--- config.mk ---
export PLATFORM = sky130hd
export DESIGN_NAME = spc_power_ctrl
export DESIGN_NICKNAME = d
export VERILOG_FILES = /design/src/hw/spc_pkg.sv /design/src/hw/spc_stop_if.sv /design/src/hw/spc_mode_resolve.sv /design/src/hw/spc_sync.sv /design/src/hw/spc_power_ctrl.sv
export SDC_FILE = /design/constraint.sdc
export NUM_CORES = 1
export LEC_CHECK = 0
export ABC_CLOCK_PERIOD_IN_PS = 2400
export BUFFER_PORTS_ARGS = -buffer_cell sky130_fd_sc_hd__buf_2
export CORE_UTILIZATION = 47
export CTS_BUF_LIST = sky130_fd_sc_hd__clkbuf_2 sky130_fd_sc_hd__clkbuf_4 sky130_fd_sc_hd__clkbuf_8
export CTS_CLUSTER_SIZE = 20
export DETAILED_ROUTE_END_ITERATION = 7
export PLACE_DENSITY = 0.75
export SETUP_SLACK_MARGIN = 0.05
export SYNTH_ARGS = -nofsm -noshare
export SYNTH_HDL_FRONTEND = slang
export SYNTH_SLANG_ARGS = --single-unit
--- constraint.sdc ---
create_clock -name CORE_CLK_I -period 2.4 [get_ports CORE_CLK_I]
set_input_delay 0.12 -clock CORE_CLK_I [delete_from_list [all_inputs] [get_ports CORE_CLK_I]]
set_output_delay 0.12 -clock CORE_CLK_I [all_outputs]
set_load 0.01 [all_outputs]
--- src/hw/spc_pkg.sv ---
// Purpose: constants and types shared by the stop-mode power controller
// Assumes: 10 MHz core clock, 8-bit register port
// Notes:   all offsets, field positions but the status state and mode fields, config reset values and counts live here
package spc_pkg;
  // ----------------------------------------------------------------
  // timing
  // ----------------------------------------------------------------
  localparam int unsigned CLK_HZ       = 10_000_000;
  localparam int unsigned WAKE_RST_NS  = 400;
  localparam int unsigned WAKE_RST_CYC =
    (WAKE_RST_NS * (CLK_HZ / 1_000_000) + 999) / 1000;
  // ----------------------------------------------------------------
  // register offsets
  // ----------------------------------------------------------------
  localparam logic [2:0] OFS_PWR_MODE = 3'h0;
  localparam logic [2:0] OFS_SYS_OPT  = 3'h1;
  localparam logic [2:0] OFS_DBG_CTL  = 3'h2;
  localparam logic [2:0] OFS_CLK_CFG  = 3'h3;
  localparam logic [2:0] OFS_STATUS   = 3'h4;
  // ----------------------------------------------------------------
  // field positions
  // ----------------------------------------------------------------
  localparam int unsigned PM_DSS_BIT  = 0;
  localparam int unsigned PM_ACK_BIT  = 1;
  localparam int unsigned PM_FLAG_BIT = 2;
  localparam int unsigned PM_LOW_VOLT_DETECT_ENABLE_BIT = 3;
  localparam int unsigned PM_LVSE_BIT = 4;
  localparam int unsigned SO_STOP_BIT = 0;
  localparam int unsigned DC_DEE_BIT  = 0;
  localparam int unsigned CC_OSC_BIT  = 0;
  localparam int unsigned CC_ADAC_BIT = 1;
  localparam int unsigned ST_LATCH_BIT = 7;
  // ----------------------------------------------------------------
  // reset values and wake sources
  // ----------------------------------------------------------------
  localparam logic       CFG_RST_VAL    = 1'b0;
  localparam int unsigned N_WAKE        = 6;
  localparam logic [5:0] DEEP_WAKE_MASK = 6'h09;
  // ----------------------------------------------------------------
  // types
  // ----------------------------------------------------------------
  typedef enum logic [1:0] {SPC_MODE_LIGHT, SPC_MODE_DEEP} spc_mode_e;
  typedef enum logic [2:0] {ST_RUN, ST_LIGHT, ST_DEEP, ST_WAKE, ST_BGND} spc_state_e;
endpackage

--- src/hw/spc_stop_if.sv ---
// Purpose: carries stop configuration to the mode resolver and its answer back
// Assumes: purely combinational exchange within one clock domain
// Notes:   req side owns the configuration, res side owns the decision
`timescale 1ns/1ps
`default_nettype none
interface spc_stop_if;
  import spc_pkg::*;
  logic      deep_sel;   // deep-stop select bit
  logic      dbg_en;     // debug entry enable
  logic      lvd_stop;   // detector enabled and enabled for stop
  spc_mode_e mode;       // effective stop mode
  logic      reg_active; // regulator stays active in stop
  modport req (output deep_sel, dbg_en, lvd_stop, input mode, reg_active);
  modport res (input deep_sel, dbg_en, lvd_stop, output mode, reg_active);
endinterface
`default_nettype wire

--- src/hw/spc_mode_resolve.sv ---
// Purpose: resolves the effective stop mode and regulator need
// Assumes: answer is sampled by the caller as the stop instruction executes
// Notes:   pure decode, no state
`timescale 1ns/1ps
`default_nettype none
module spc_mode_resolve
  import spc_pkg::*;
(
  // configuration in, decision out
  spc_stop_if.res stop_if
);
  // overrides that forbid the deep mode
  wire deep_blocked = stop_if.dbg_en | stop_if.lvd_stop;
  // deep only on select with no override
  assign stop_if.mode = (stop_if.deep_sel && !deep_blocked)
                        ? SPC_MODE_DEEP : SPC_MODE_LIGHT;
  // regulator kept up by debug or detector
  assign stop_if.reg_active = deep_blocked;
endmodule
`default_nettype wire

--- src/hw/spc_sync.sv ---
// Purpose: two-flop synchroniser for pins from outside the core clock
// Assumes: each bit is an independent level
// Notes:   first stage is read by the second stage only
`timescale 1ns/1ps
`default_nettype none
module spc_sync #(
  parameter int unsigned W       = 1,
  parameter logic        RST_VAL = 1'b0
) (
  // clock and reset
  input  wire logic         clk_i,
  input  wire logic         rst_n_i,
  // data
  input  wire logic [W-1:0] d_i,
  output logic      [W-1:0] q_o
);
  logic [W-1:0] meta_q; // first stage
  logic [W-1:0] sync_q; // second stage

  // two stages, reset to a constant
  always_ff @(posedge clk_i)
  begin
    if (!rst_n_i)
    begin
      meta_q <= {W{RST_VAL}};
      sync_q <= {W{RST_VAL}};
    end
    else
    begin
      meta_q <= d_i;
      sync_q <= meta_q;
    end
  end
  assign q_o = sync_q;
endmodule
`default_nettype wire

--- src/hw/spc_power_ctrl.sv ---
// Purpose: stop-mode power controller: mode choice, clock gating, wake and reset
// Assumes: CPU strobes and debug commands are on CORE_CLK_I; wake pins are not
// Notes:   registers behind a plain address/strobe port, read data one cycle later
`timescale 1ns/1ps
`default_nettype none
module spc_power_ctrl
  import spc_pkg::*;
#(
  parameter int unsigned NW = N_WAKE
) (
  // clock and reset
  input  wire logic          CORE_CLK_I,
  input  wire logic          RST_N_I,
  // register port
  input  wire logic [2:0]    ADDR_I,
  input  wire logic [7:0]    WDATA_I,
  input  wire logic          WE_I,
  input  wire logic          RE_I,
  output logic      [7:0]    RDATA_O,
  // cpu side
  input  wire logic          STOP_EXEC_I,
  output logic               ILLEGAL_RST_O,
  output logic               CPU_STBY_O,
  // debug host side
  input  wire logic          DBG_BGND_CMD_I,
  input  wire logic          DBG_GO_CMD_I,
  input  wire logic          DBG_MEMSTAT_I,
  output logic               DBG_MEMSTAT_ERR_O,
  output logic               DBG_MEM_GRANT_O,
  output logic               DBG_ALL_CMDS_O,
  output logic               BGND_ACTIVE_O,
  // wake pins: rti, lvd, adc, irq, kbi, sci
  input  wire logic [NW-1:0] WAKE_SRC_I,
  input  wire logic          EXT_RST_PIN_N_I,
  // power and clock controls
  output logic               DBG_CLK_EN_O,
  output logic               PERIPH_CLK_EN_O,
  output logic               REG_ACTIVE_O,
  output logic               CLKGEN_ON_O,
  output logic               CLKGEN_STBY_O,
  output logic               CLKGEN_OFF_O,
  output logic               OSC_RUN_O,
  output logic               ADC_STBY_O,
  output logic               KBI_WAKE_EN_O,
  output logic               KBI_OFF_O,
  output logic               PIN_LATCH_O,
  output logic               SYS_RST_N_O,
  output logic      [1:0]    STOP_MODE_O
);
  // ----------------------------------------------------------------
  // elaboration checks
  // ----------------------------------------------------------------
  if (NW != N_WAKE)
  begin : g_bad_nw
    $error("wake source count must match the wake mask");
  end

  // ----------------------------------------------------------------
  // declarations
  // ----------------------------------------------------------------
  spc_state_e state_q, state_d;   // controller state
  spc_mode_e  mode_q;             // mode latched at stop entry
  logic       reg_act_q;          // regulator need latched at entry
  logic       dss_q, low_volt_detect_enable_q;      // deep select, detector enable
  logic       lvse_q, allow_q;    // detector stop enable, stop allowed
  logic       dee_q, osc_q;       // debug entry, oscillator keep
  logic       converter_async_clock_q;            // converter async clock
  logic       flag_q, latch_q;    // power-down flag, pin latch
  logic [2:0] cnt_q;              // wake reset length count
  logic       err_q, grant_q;     // debug memory answers
  logic       ill_q;              // illegal opcode reset pulse
  logic [7:0] rdata_q;            // read data register
  logic [NW-1:0] wake_s;          // synchronised wake sources
  logic       pin_rst_n_s;        // synchronised reset pin
  spc_stop_if stop_if ();         // resolver link

  // ----------------------------------------------------------------
  // input synchronisers and mode resolver
  // ----------------------------------------------------------------
  spc_sync #(.W(NW), .RST_VAL(1'b0)) u_wake_sync (
    .clk_i   (CORE_CLK_I),
    .rst_n_i (RST_N_I),
    .d_i     (WAKE_SRC_I),
    .q_o     (wake_s)
  );
  spc_sync #(.W(1), .RST_VAL(1'b1)) u_pin_sync (
    .clk_i   (CORE_CLK_I),
    .rst_n_i (RST_N_I),
    .d_i     (EXT_RST_PIN_N_I),
    .q_o     (pin_rst_n_s)
  );
  assign stop_if.deep_sel = dss_q;
  assign stop_if.dbg_en   = dee_q;
  assign stop_if.lvd_stop = low_volt_detect_enable_q & lvse_q;
  spc_mode_resolve u_resolve (
    .stop_if (stop_if.res)
  );

  // ----------------------------------------------------------------
  // decode
  // ----------------------------------------------------------------
  wire st_run   = (state_q == ST_RUN);
  wire st_light = (state_q == ST_LIGHT);
  wire st_deep  = (state_q == ST_DEEP);
  wire st_wake  = (state_q == ST_WAKE);
  wire stopped  = st_light | st_deep;
  wire stop_go  = st_run & STOP_EXEC_I & allow_q;
  wire stop_bad = st_run & STOP_EXEC_I & ~allow_q;
  wire go_deep  = stop_go & (stop_if.mode == SPC_MODE_DEEP);
  // wake from light: any interrupt source
  wire light_irq  = |wake_s;
  // wake from deep: reset pin or selected sources
  wire deep_wake  = (|(wake_s & DEEP_WAKE_MASK)) | ~pin_rst_n_s;
  wire wake_done  = st_wake & (cnt_q == 3'(WAKE_RST_CYC - 1));
  // register resets: core reset or wake reset pulse
  wire cfg_rst    = ~RST_N_I | st_wake;
  wire wr_pm      = WE_I & (ADDR_I == OFS_PWR_MODE);
  wire ack_wr     = wr_pm & WDATA_I[PM_ACK_BIT];
  wire bgnd_go    = st_light & DBG_BGND_CMD_I & dee_q;
  // detector kept in light stop without debug: generator off
  wire cg_off_lvd = st_light & ~dee_q & stop_if.lvd_stop;

  // ----------------------------------------------------------------
  // state machine
  // ----------------------------------------------------------------
  always_comb
  begin
    state_d = state_q;
    unique case (state_q)
      // run: resolve the mode once at the stop instruction
      ST_RUN:
      begin
        if (stop_go)
          state_d = go_deep ? ST_DEEP : ST_LIGHT;
      end
      // light: reset pin resets, interrupts resume, debug may break in
      ST_LIGHT:
      begin
        if (!pin_rst_n_s)
          state_d = ST_WAKE;
        else if (bgnd_go)
          state_d = ST_BGND;
        else if (light_irq)
          state_d = ST_RUN;
      end
      // deep: any wake goes through a full system reset
      ST_DEEP:
      begin
        if (deep_wake)
          state_d = ST_WAKE;
      end
      // reset pulse of fixed length
      ST_WAKE:
      begin
        if (wake_done)
          state_d = ST_RUN;
      end
      // background until the host resumes the program
      ST_BGND:
      begin
        if (DBG_GO_CMD_I)
          state_d = ST_RUN;
      end
      default: state_d = ST_RUN;
    endcase
  end

  // state, mode and regulator decision registers
  always_ff @(posedge CORE_CLK_I)
  begin
    if (!RST_N_I)
    begin
      state_q   <= ST_RUN;
      mode_q    <= SPC_MODE_LIGHT;
      reg_act_q <= 1'b0;
    end
    else
    begin
      state_q <= state_d;
      if (stop_go)
      begin
        mode_q    <= stop_if.mode;
        reg_act_q <= stop_if.reg_active;
      end
    end
  end

  // wake reset length counter
  always_ff @(posedge CORE_CLK_I)
  begin
    if (!RST_N_I || !st_wake)
      cnt_q <= 3'h0;
    else
      cnt_q <= cnt_q + 3'h1;
  end

  // ----------------------------------------------------------------
  // configuration registers, cleared by the deep wake reset
  // ----------------------------------------------------------------
  always_ff @(posedge CORE_CLK_I)
  begin
    if (cfg_rst)
    begin
      dss_q   <= CFG_RST_VAL;
      low_volt_detect_enable_q  <= CFG_RST_VAL;
      lvse_q  <= CFG_RST_VAL;
      allow_q <= CFG_RST_VAL;
      dee_q   <= CFG_RST_VAL;
      osc_q   <= CFG_RST_VAL;
      converter_async_clock_q <= CFG_RST_VAL;
    end
    else if (WE_I)
    begin
      // power mode control
      if (ADDR_I == OFS_PWR_MODE)
      begin
        dss_q  <= WDATA_I[PM_DSS_BIT];
        low_volt_detect_enable_q <= WDATA_I[PM_LOW_VOLT_DETECT_ENABLE_BIT];
        lvse_q <= WDATA_I[PM_LVSE_BIT];
      end
      // system option
      if (ADDR_I == OFS_SYS_OPT)
        allow_q <= WDATA_I[SO_STOP_BIT];
      // debug status and control
      if (ADDR_I == OFS_DBG_CTL)
        dee_q <= WDATA_I[DC_DEE_BIT];
      // clock and converter options
      if (ADDR_I == OFS_CLK_CFG)
      begin
        osc_q   <= WDATA_I[CC_OSC_BIT];
        converter_async_clock_q <= WDATA_I[CC_ADAC_BIT];
      end
    end
  end

  // ----------------------------------------------------------------
  // retained flag and pin latch: survive the wake reset
  // ----------------------------------------------------------------
  always_ff @(posedge CORE_CLK_I)
  begin
    if (!RST_N_I)
    begin
      flag_q  <= 1'b0;
      latch_q <= 1'b0;
    end
    else
    begin
      // flag set on deep wake wins over acknowledge
      if (st_deep && deep_wake)
        flag_q <= 1'b1;
      else if (ack_wr && !st_wake && !st_deep)
        flag_q <= 1'b0;
      // latch closes entering deep, opens on acknowledge
      if (go_deep)
        latch_q <= 1'b1;
      else if (ack_wr && !st_wake && !st_deep)
        latch_q <= 1'b0;
    end
  end

  // ----------------------------------------------------------------
  // read port and debug/cpu answers
  // ----------------------------------------------------------------
  always_ff @(posedge CORE_CLK_I)
  begin
    if (!RST_N_I)
    begin
      rdata_q <= 8'h00;
      err_q   <= 1'b0;
      grant_q <= 1'b0;
      ill_q   <= 1'b0;
    end
    else
    begin
      rdata_q <= 8'h00;
      if (RE_I)
      begin
        unique case (ADDR_I)
          OFS_PWR_MODE:
          begin
            rdata_q[PM_DSS_BIT]  <= dss_q;
            rdata_q[PM_FLAG_BIT] <= flag_q;
            rdata_q[PM_LOW_VOLT_DETECT_ENABLE_BIT] <= low_volt_detect_enable_q;
            rdata_q[PM_LVSE_BIT] <= lvse_q;
          end
          OFS_SYS_OPT: rdata_q[SO_STOP_BIT] <= allow_q;
          OFS_DBG_CTL: rdata_q[DC_DEE_BIT]  <= dee_q;
          OFS_CLK_CFG:
          begin
            rdata_q[CC_OSC_BIT]  <= osc_q;
            rdata_q[CC_ADAC_BIT] <= converter_async_clock_q;
          end
          OFS_STATUS:
          begin
            rdata_q[2:0]          <= state_q;
            rdata_q[4:3]          <= mode_q;
            rdata_q[ST_LATCH_BIT] <= latch_q;
          end
          default: rdata_q <= 8'h00;
        endcase
      end
      // memory-status command: error in stop, access otherwise
      err_q   <= DBG_MEMSTAT_I & stopped;
      grant_q <= DBG_MEMSTAT_I & ~stopped;
      ill_q   <= stop_bad;
    end
  end

  // ----------------------------------------------------------------
  // outputs
  // ----------------------------------------------------------------
  assign RDATA_O           = rdata_q;
  assign DBG_MEMSTAT_ERR_O = err_q;
  assign DBG_MEM_GRANT_O   = grant_q;
  assign ILLEGAL_RST_O     = ill_q;
  assign BGND_ACTIVE_O     = (state_q == ST_BGND);
  assign DBG_ALL_CMDS_O    = (state_q == ST_BGND);
  assign CPU_STBY_O        = stopped;
  assign DBG_CLK_EN_O      = ~stopped | (st_light & dee_q);
  assign PERIPH_CLK_EN_O   = ~stopped & ~st_wake;
  assign REG_ACTIVE_O      = ~stopped | reg_act_q;
  assign CLKGEN_ON_O       = ~stopped | (st_light & dee_q);
  assign CLKGEN_STBY_O     = st_light & ~dee_q & ~stop_if.lvd_stop;
  assign CLKGEN_OFF_O      = st_deep | cg_off_lvd;
  assign OSC_RUN_O         = ~stopped | (st_light & (dee_q | osc_q) & ~cg_off_lvd);
  assign ADC_STBY_O        = st_deep | (st_light & ~converter_async_clock_q);
  assign KBI_WAKE_EN_O     = st_light;
  assign KBI_OFF_O         = st_deep;
  assign PIN_LATCH_O       = latch_q;
  assign SYS_RST_N_O       = ~st_wake;
  assign STOP_MODE_O       = stopped ? mode_q : 2'h3;
endmodule
`default_nettype wire

==> flow_summary_export.csv <==
group,metric,value,unit
status,status,"completed",
die,die_area,3710,um^2
placement,pre_cts_slack,0.770,ns
timing,rsz0062_at_grt,"false",
critical_path,critical_path_peak_fanout,14,
critical_path,reg2reg_to,"state_q[1]$_SDFFE_PN0P_",
critical_path,critPathCapture,"REG_ACTIVE_O",
timing,hold_viol_final,0,
yosys,ys_warn_count,0,
die,initial_core_util,48.9,%
die,die_h,60.9,um
layout,layout-drive-gt1-share,29.1,%
pwr,power.total,1.09,mW
placement,placement.cell_area,1880,um^2
layout,mostFrequentLayoutCell,"buf_2",
layout,n_antenna_cell,0,
cts,cts.path.max_buffers,2,
placement,hpwl,2270,um
worst_hold_path,hold_start,"WDATA_I[4]",
yosys,synthArstFlopShare,0,%
cts,cts_tree,"done",
yosys,ys_ff_latch,40,
die,die_x,60.9,um
cts,cts_made_buffers,5,
pwr,p_per_area,542,nW/um^2
yosys,synth_edf_count,0,
die,num_io_pins,54,
timing,period_minus_slack,2.03,ns
route,wire_per_inst,11.4,um
route,dr.pass1.iters,4,
critical_path,r2r_slack,0.84,ns
route,drc,0,
global_routing,grtUsageTotal,19.2,%
yosys,synthCells,175,
route,routed_via_density,4.88,
yosys,synth_flop_cell,"dfxtp_1",
critical_path,worstPathArrival,1.91,ns
layout,post-route-util,60.4,%
critical_path,start_kind,"register",
critical_path,cp-startpoint,"state_q[1]$_SDFFE_PN0P_",
cts,h-tree-depth,2,
global_routing,antenna_found_initial,0,
route,vias,1347,
critical_path,critPathKind,"register to output port",
timing,slew_viol_final,0,
die,core_region_area,3340,um^2
layout,syn_to_final_growth,23.4,%
yosys,ys_seq_area_share,49.0,%
critical_path,rr_startpoint,"state_q[0]$_SDFFE_PN0P_",
cts,insertion_delay,0.35,ns
cts,clkSinkCount,40,
worst_hold_path,hold_class,"primary input to register",
yosys,syn_area_per_cell,9.33,um^2
route,antenna_left,0,
layout,stdcell_area,2010,um^2
critical_path,endpoint_kind,"output port",
pwr,leakagePower,0.906,nW
flow_run,max-cap-violations,0,
critical_path,required,2.28,ns
cts,ctsResizeCount,0,
cts,cts.clk_slew.worst_paths,0.11,ns
layout,layout_common_cells,"buf_2 (47), dfxtp_1 (40), nor2_1 (27)",
timing,setup_ws,0.368,ns
critical_path,rr_worst_depth,5,
timing,skew,0.00603,ns
timing,setup_viol,0,
timing,worstMarginPinSlew,0.610,ns
yosys,ys_types,44,
route,drt_iter0_markers,48,
timing,fmax,492,MHz
timing,fin_tns_setup,0,ns
placement,routabilityCongestion,0.903,
die,rows,21,
timing,fin_crit_sh,84.7,%
global_routing,overflow,0,
global_routing,grt_pass1_wl,5020,um
yosys,syn_area,1630,um^2
timing,relSlewSlack,59.2,%
pwr,ir_drop,0.382,mV
cts,ctsRootBufferMaster,"clkbuf_4",
placement,io_buffers,47,
global_routing,grt_pass1_vias,1184,
global_routing,grt_max_degree,23,
route,routed_wl,3160,um
layout,nets,258,
[power breakdown]
| part | internal (mW) | leakage, nW | switching (mW) | total [mW] |
|---|---|---|---|---|
| Combinational | 0.0455 | 0.548 | 0.0435 | 0.0890 |
| Clock | 0.119 | 0.0315 | 0.198 | 0.318 |
| Sequential | 0.679 | 0.326 | 0.00573 | 0.685 |
| Total | 0.844 | 0.906 | 0.248 | 1.09 |
[worst min path at each step]
stage                                         to  slack (ns)  cells after the start
finish                       lvse_q$_SDFFE_PP0N_       0.006                      3
global route               RDATA_O[1]$_SDFF_PN0_        0.02                      3
CTS                          lvse_q$_SDFFE_PP0N_      0.0003                      3
detailed placement  u_pin_sync.meta_q$_SDFF_PN1_        0.30                      2
global placement    u_pin_sync.meta_q$_SDFF_PN1_        0.30                      2
floorplan           u_pin_sync.meta_q$_SDFF_PN1_        0.19                      1
[through the flow]
stage               std cells  hold slack (ns)
finish                    276          0.00623
global route              276           0.0213
global placement          261            0.302
floorplan                 176            0.193
CTS                       276         0.000289
detailed placement        261            0.302
[sequential cells by signal, indices dropped and copies added (netlist names), 3 cells and up]
signal / flops
RDATA_O: 6
cnt_q: 3
state_q: 3
u_wake_sync.meta_q: 6
u_wake_sync.q_o: 6
[cells in the mapped netlist, drive strengths merged, types with 2 or more instances]
master,count,area share [%]
o21ai,4,1.5
a31oi,2,0.77
or2,3,1.1
inv,7,1.6
clkbuf,3,0.69
nor4bb,2,1.2
and2,15,5.7
nand3,3,0.92
ha,2,1.5
buf,7,3.0
nor3b,2,0.92
nor2,27,6.2
dfxtp,40,49
a21oi,4,1.2
nand2,15,3.4
nor2b,2,0.77
nor4,2,1.1
nand2b,4,1.5
mux2i,11,6.7
[area by class of cell]
class / instances / area, um^2
well taps: 46 / 57.6
flip-flops and latches: 40 / 801
clock inverters: 1 / 5.00
fillers: 294 / 1320
multi-input cells: 119 / 749
repair buffers: 57 / 330
clock buffers: 6 / 45.0
inverters: 7 / 26.3
[logic make-up (layout without fill, tap and decap cells)]
family	count (synthesis)	count (layout)	synth area share, %
and+or+nand+nor	85	85	28.4
DFF	40	40	49.0
AOI/OAI and AO/OA	18	18	7.36
buffers and inverters	17	71	5.29
muxes	12	12	8.12
adders and majority gates	2	2	1.53
other	1	2	0.230
[metal layers]
| layer | vias to the layer above | track usage, % | part of all wire (%) |
|---|---|---|---|
| met5 | - | 0 | 0 |
| met4 | 0 | 11.4 | 2.9 |
| met3 | 8 | 5.12 | 5.3 |
| met2 | 48 | 33.4 | 48 |
| met1 | 597 | 20.9 | 44 |
| li1 | 694 | - | - |
[worst max-delay path: stages, from the launching register on]
cell and delay, ns:
dfxtp_1 0.47, or3b_4 0.47, inv_2 0.12, nor2_1 0.09, or2_2 0.27, buf_2 0.14
[repair_timing]
| item | 4_1_cts | 5_1_grt |
|---|---|---|
| hold buffers | 8 | 0 |
| endpoints found under the hold margin | 8 | 0 |
| setup buffers | 0 | 0 |
Power figures use the tool's default switching activity.
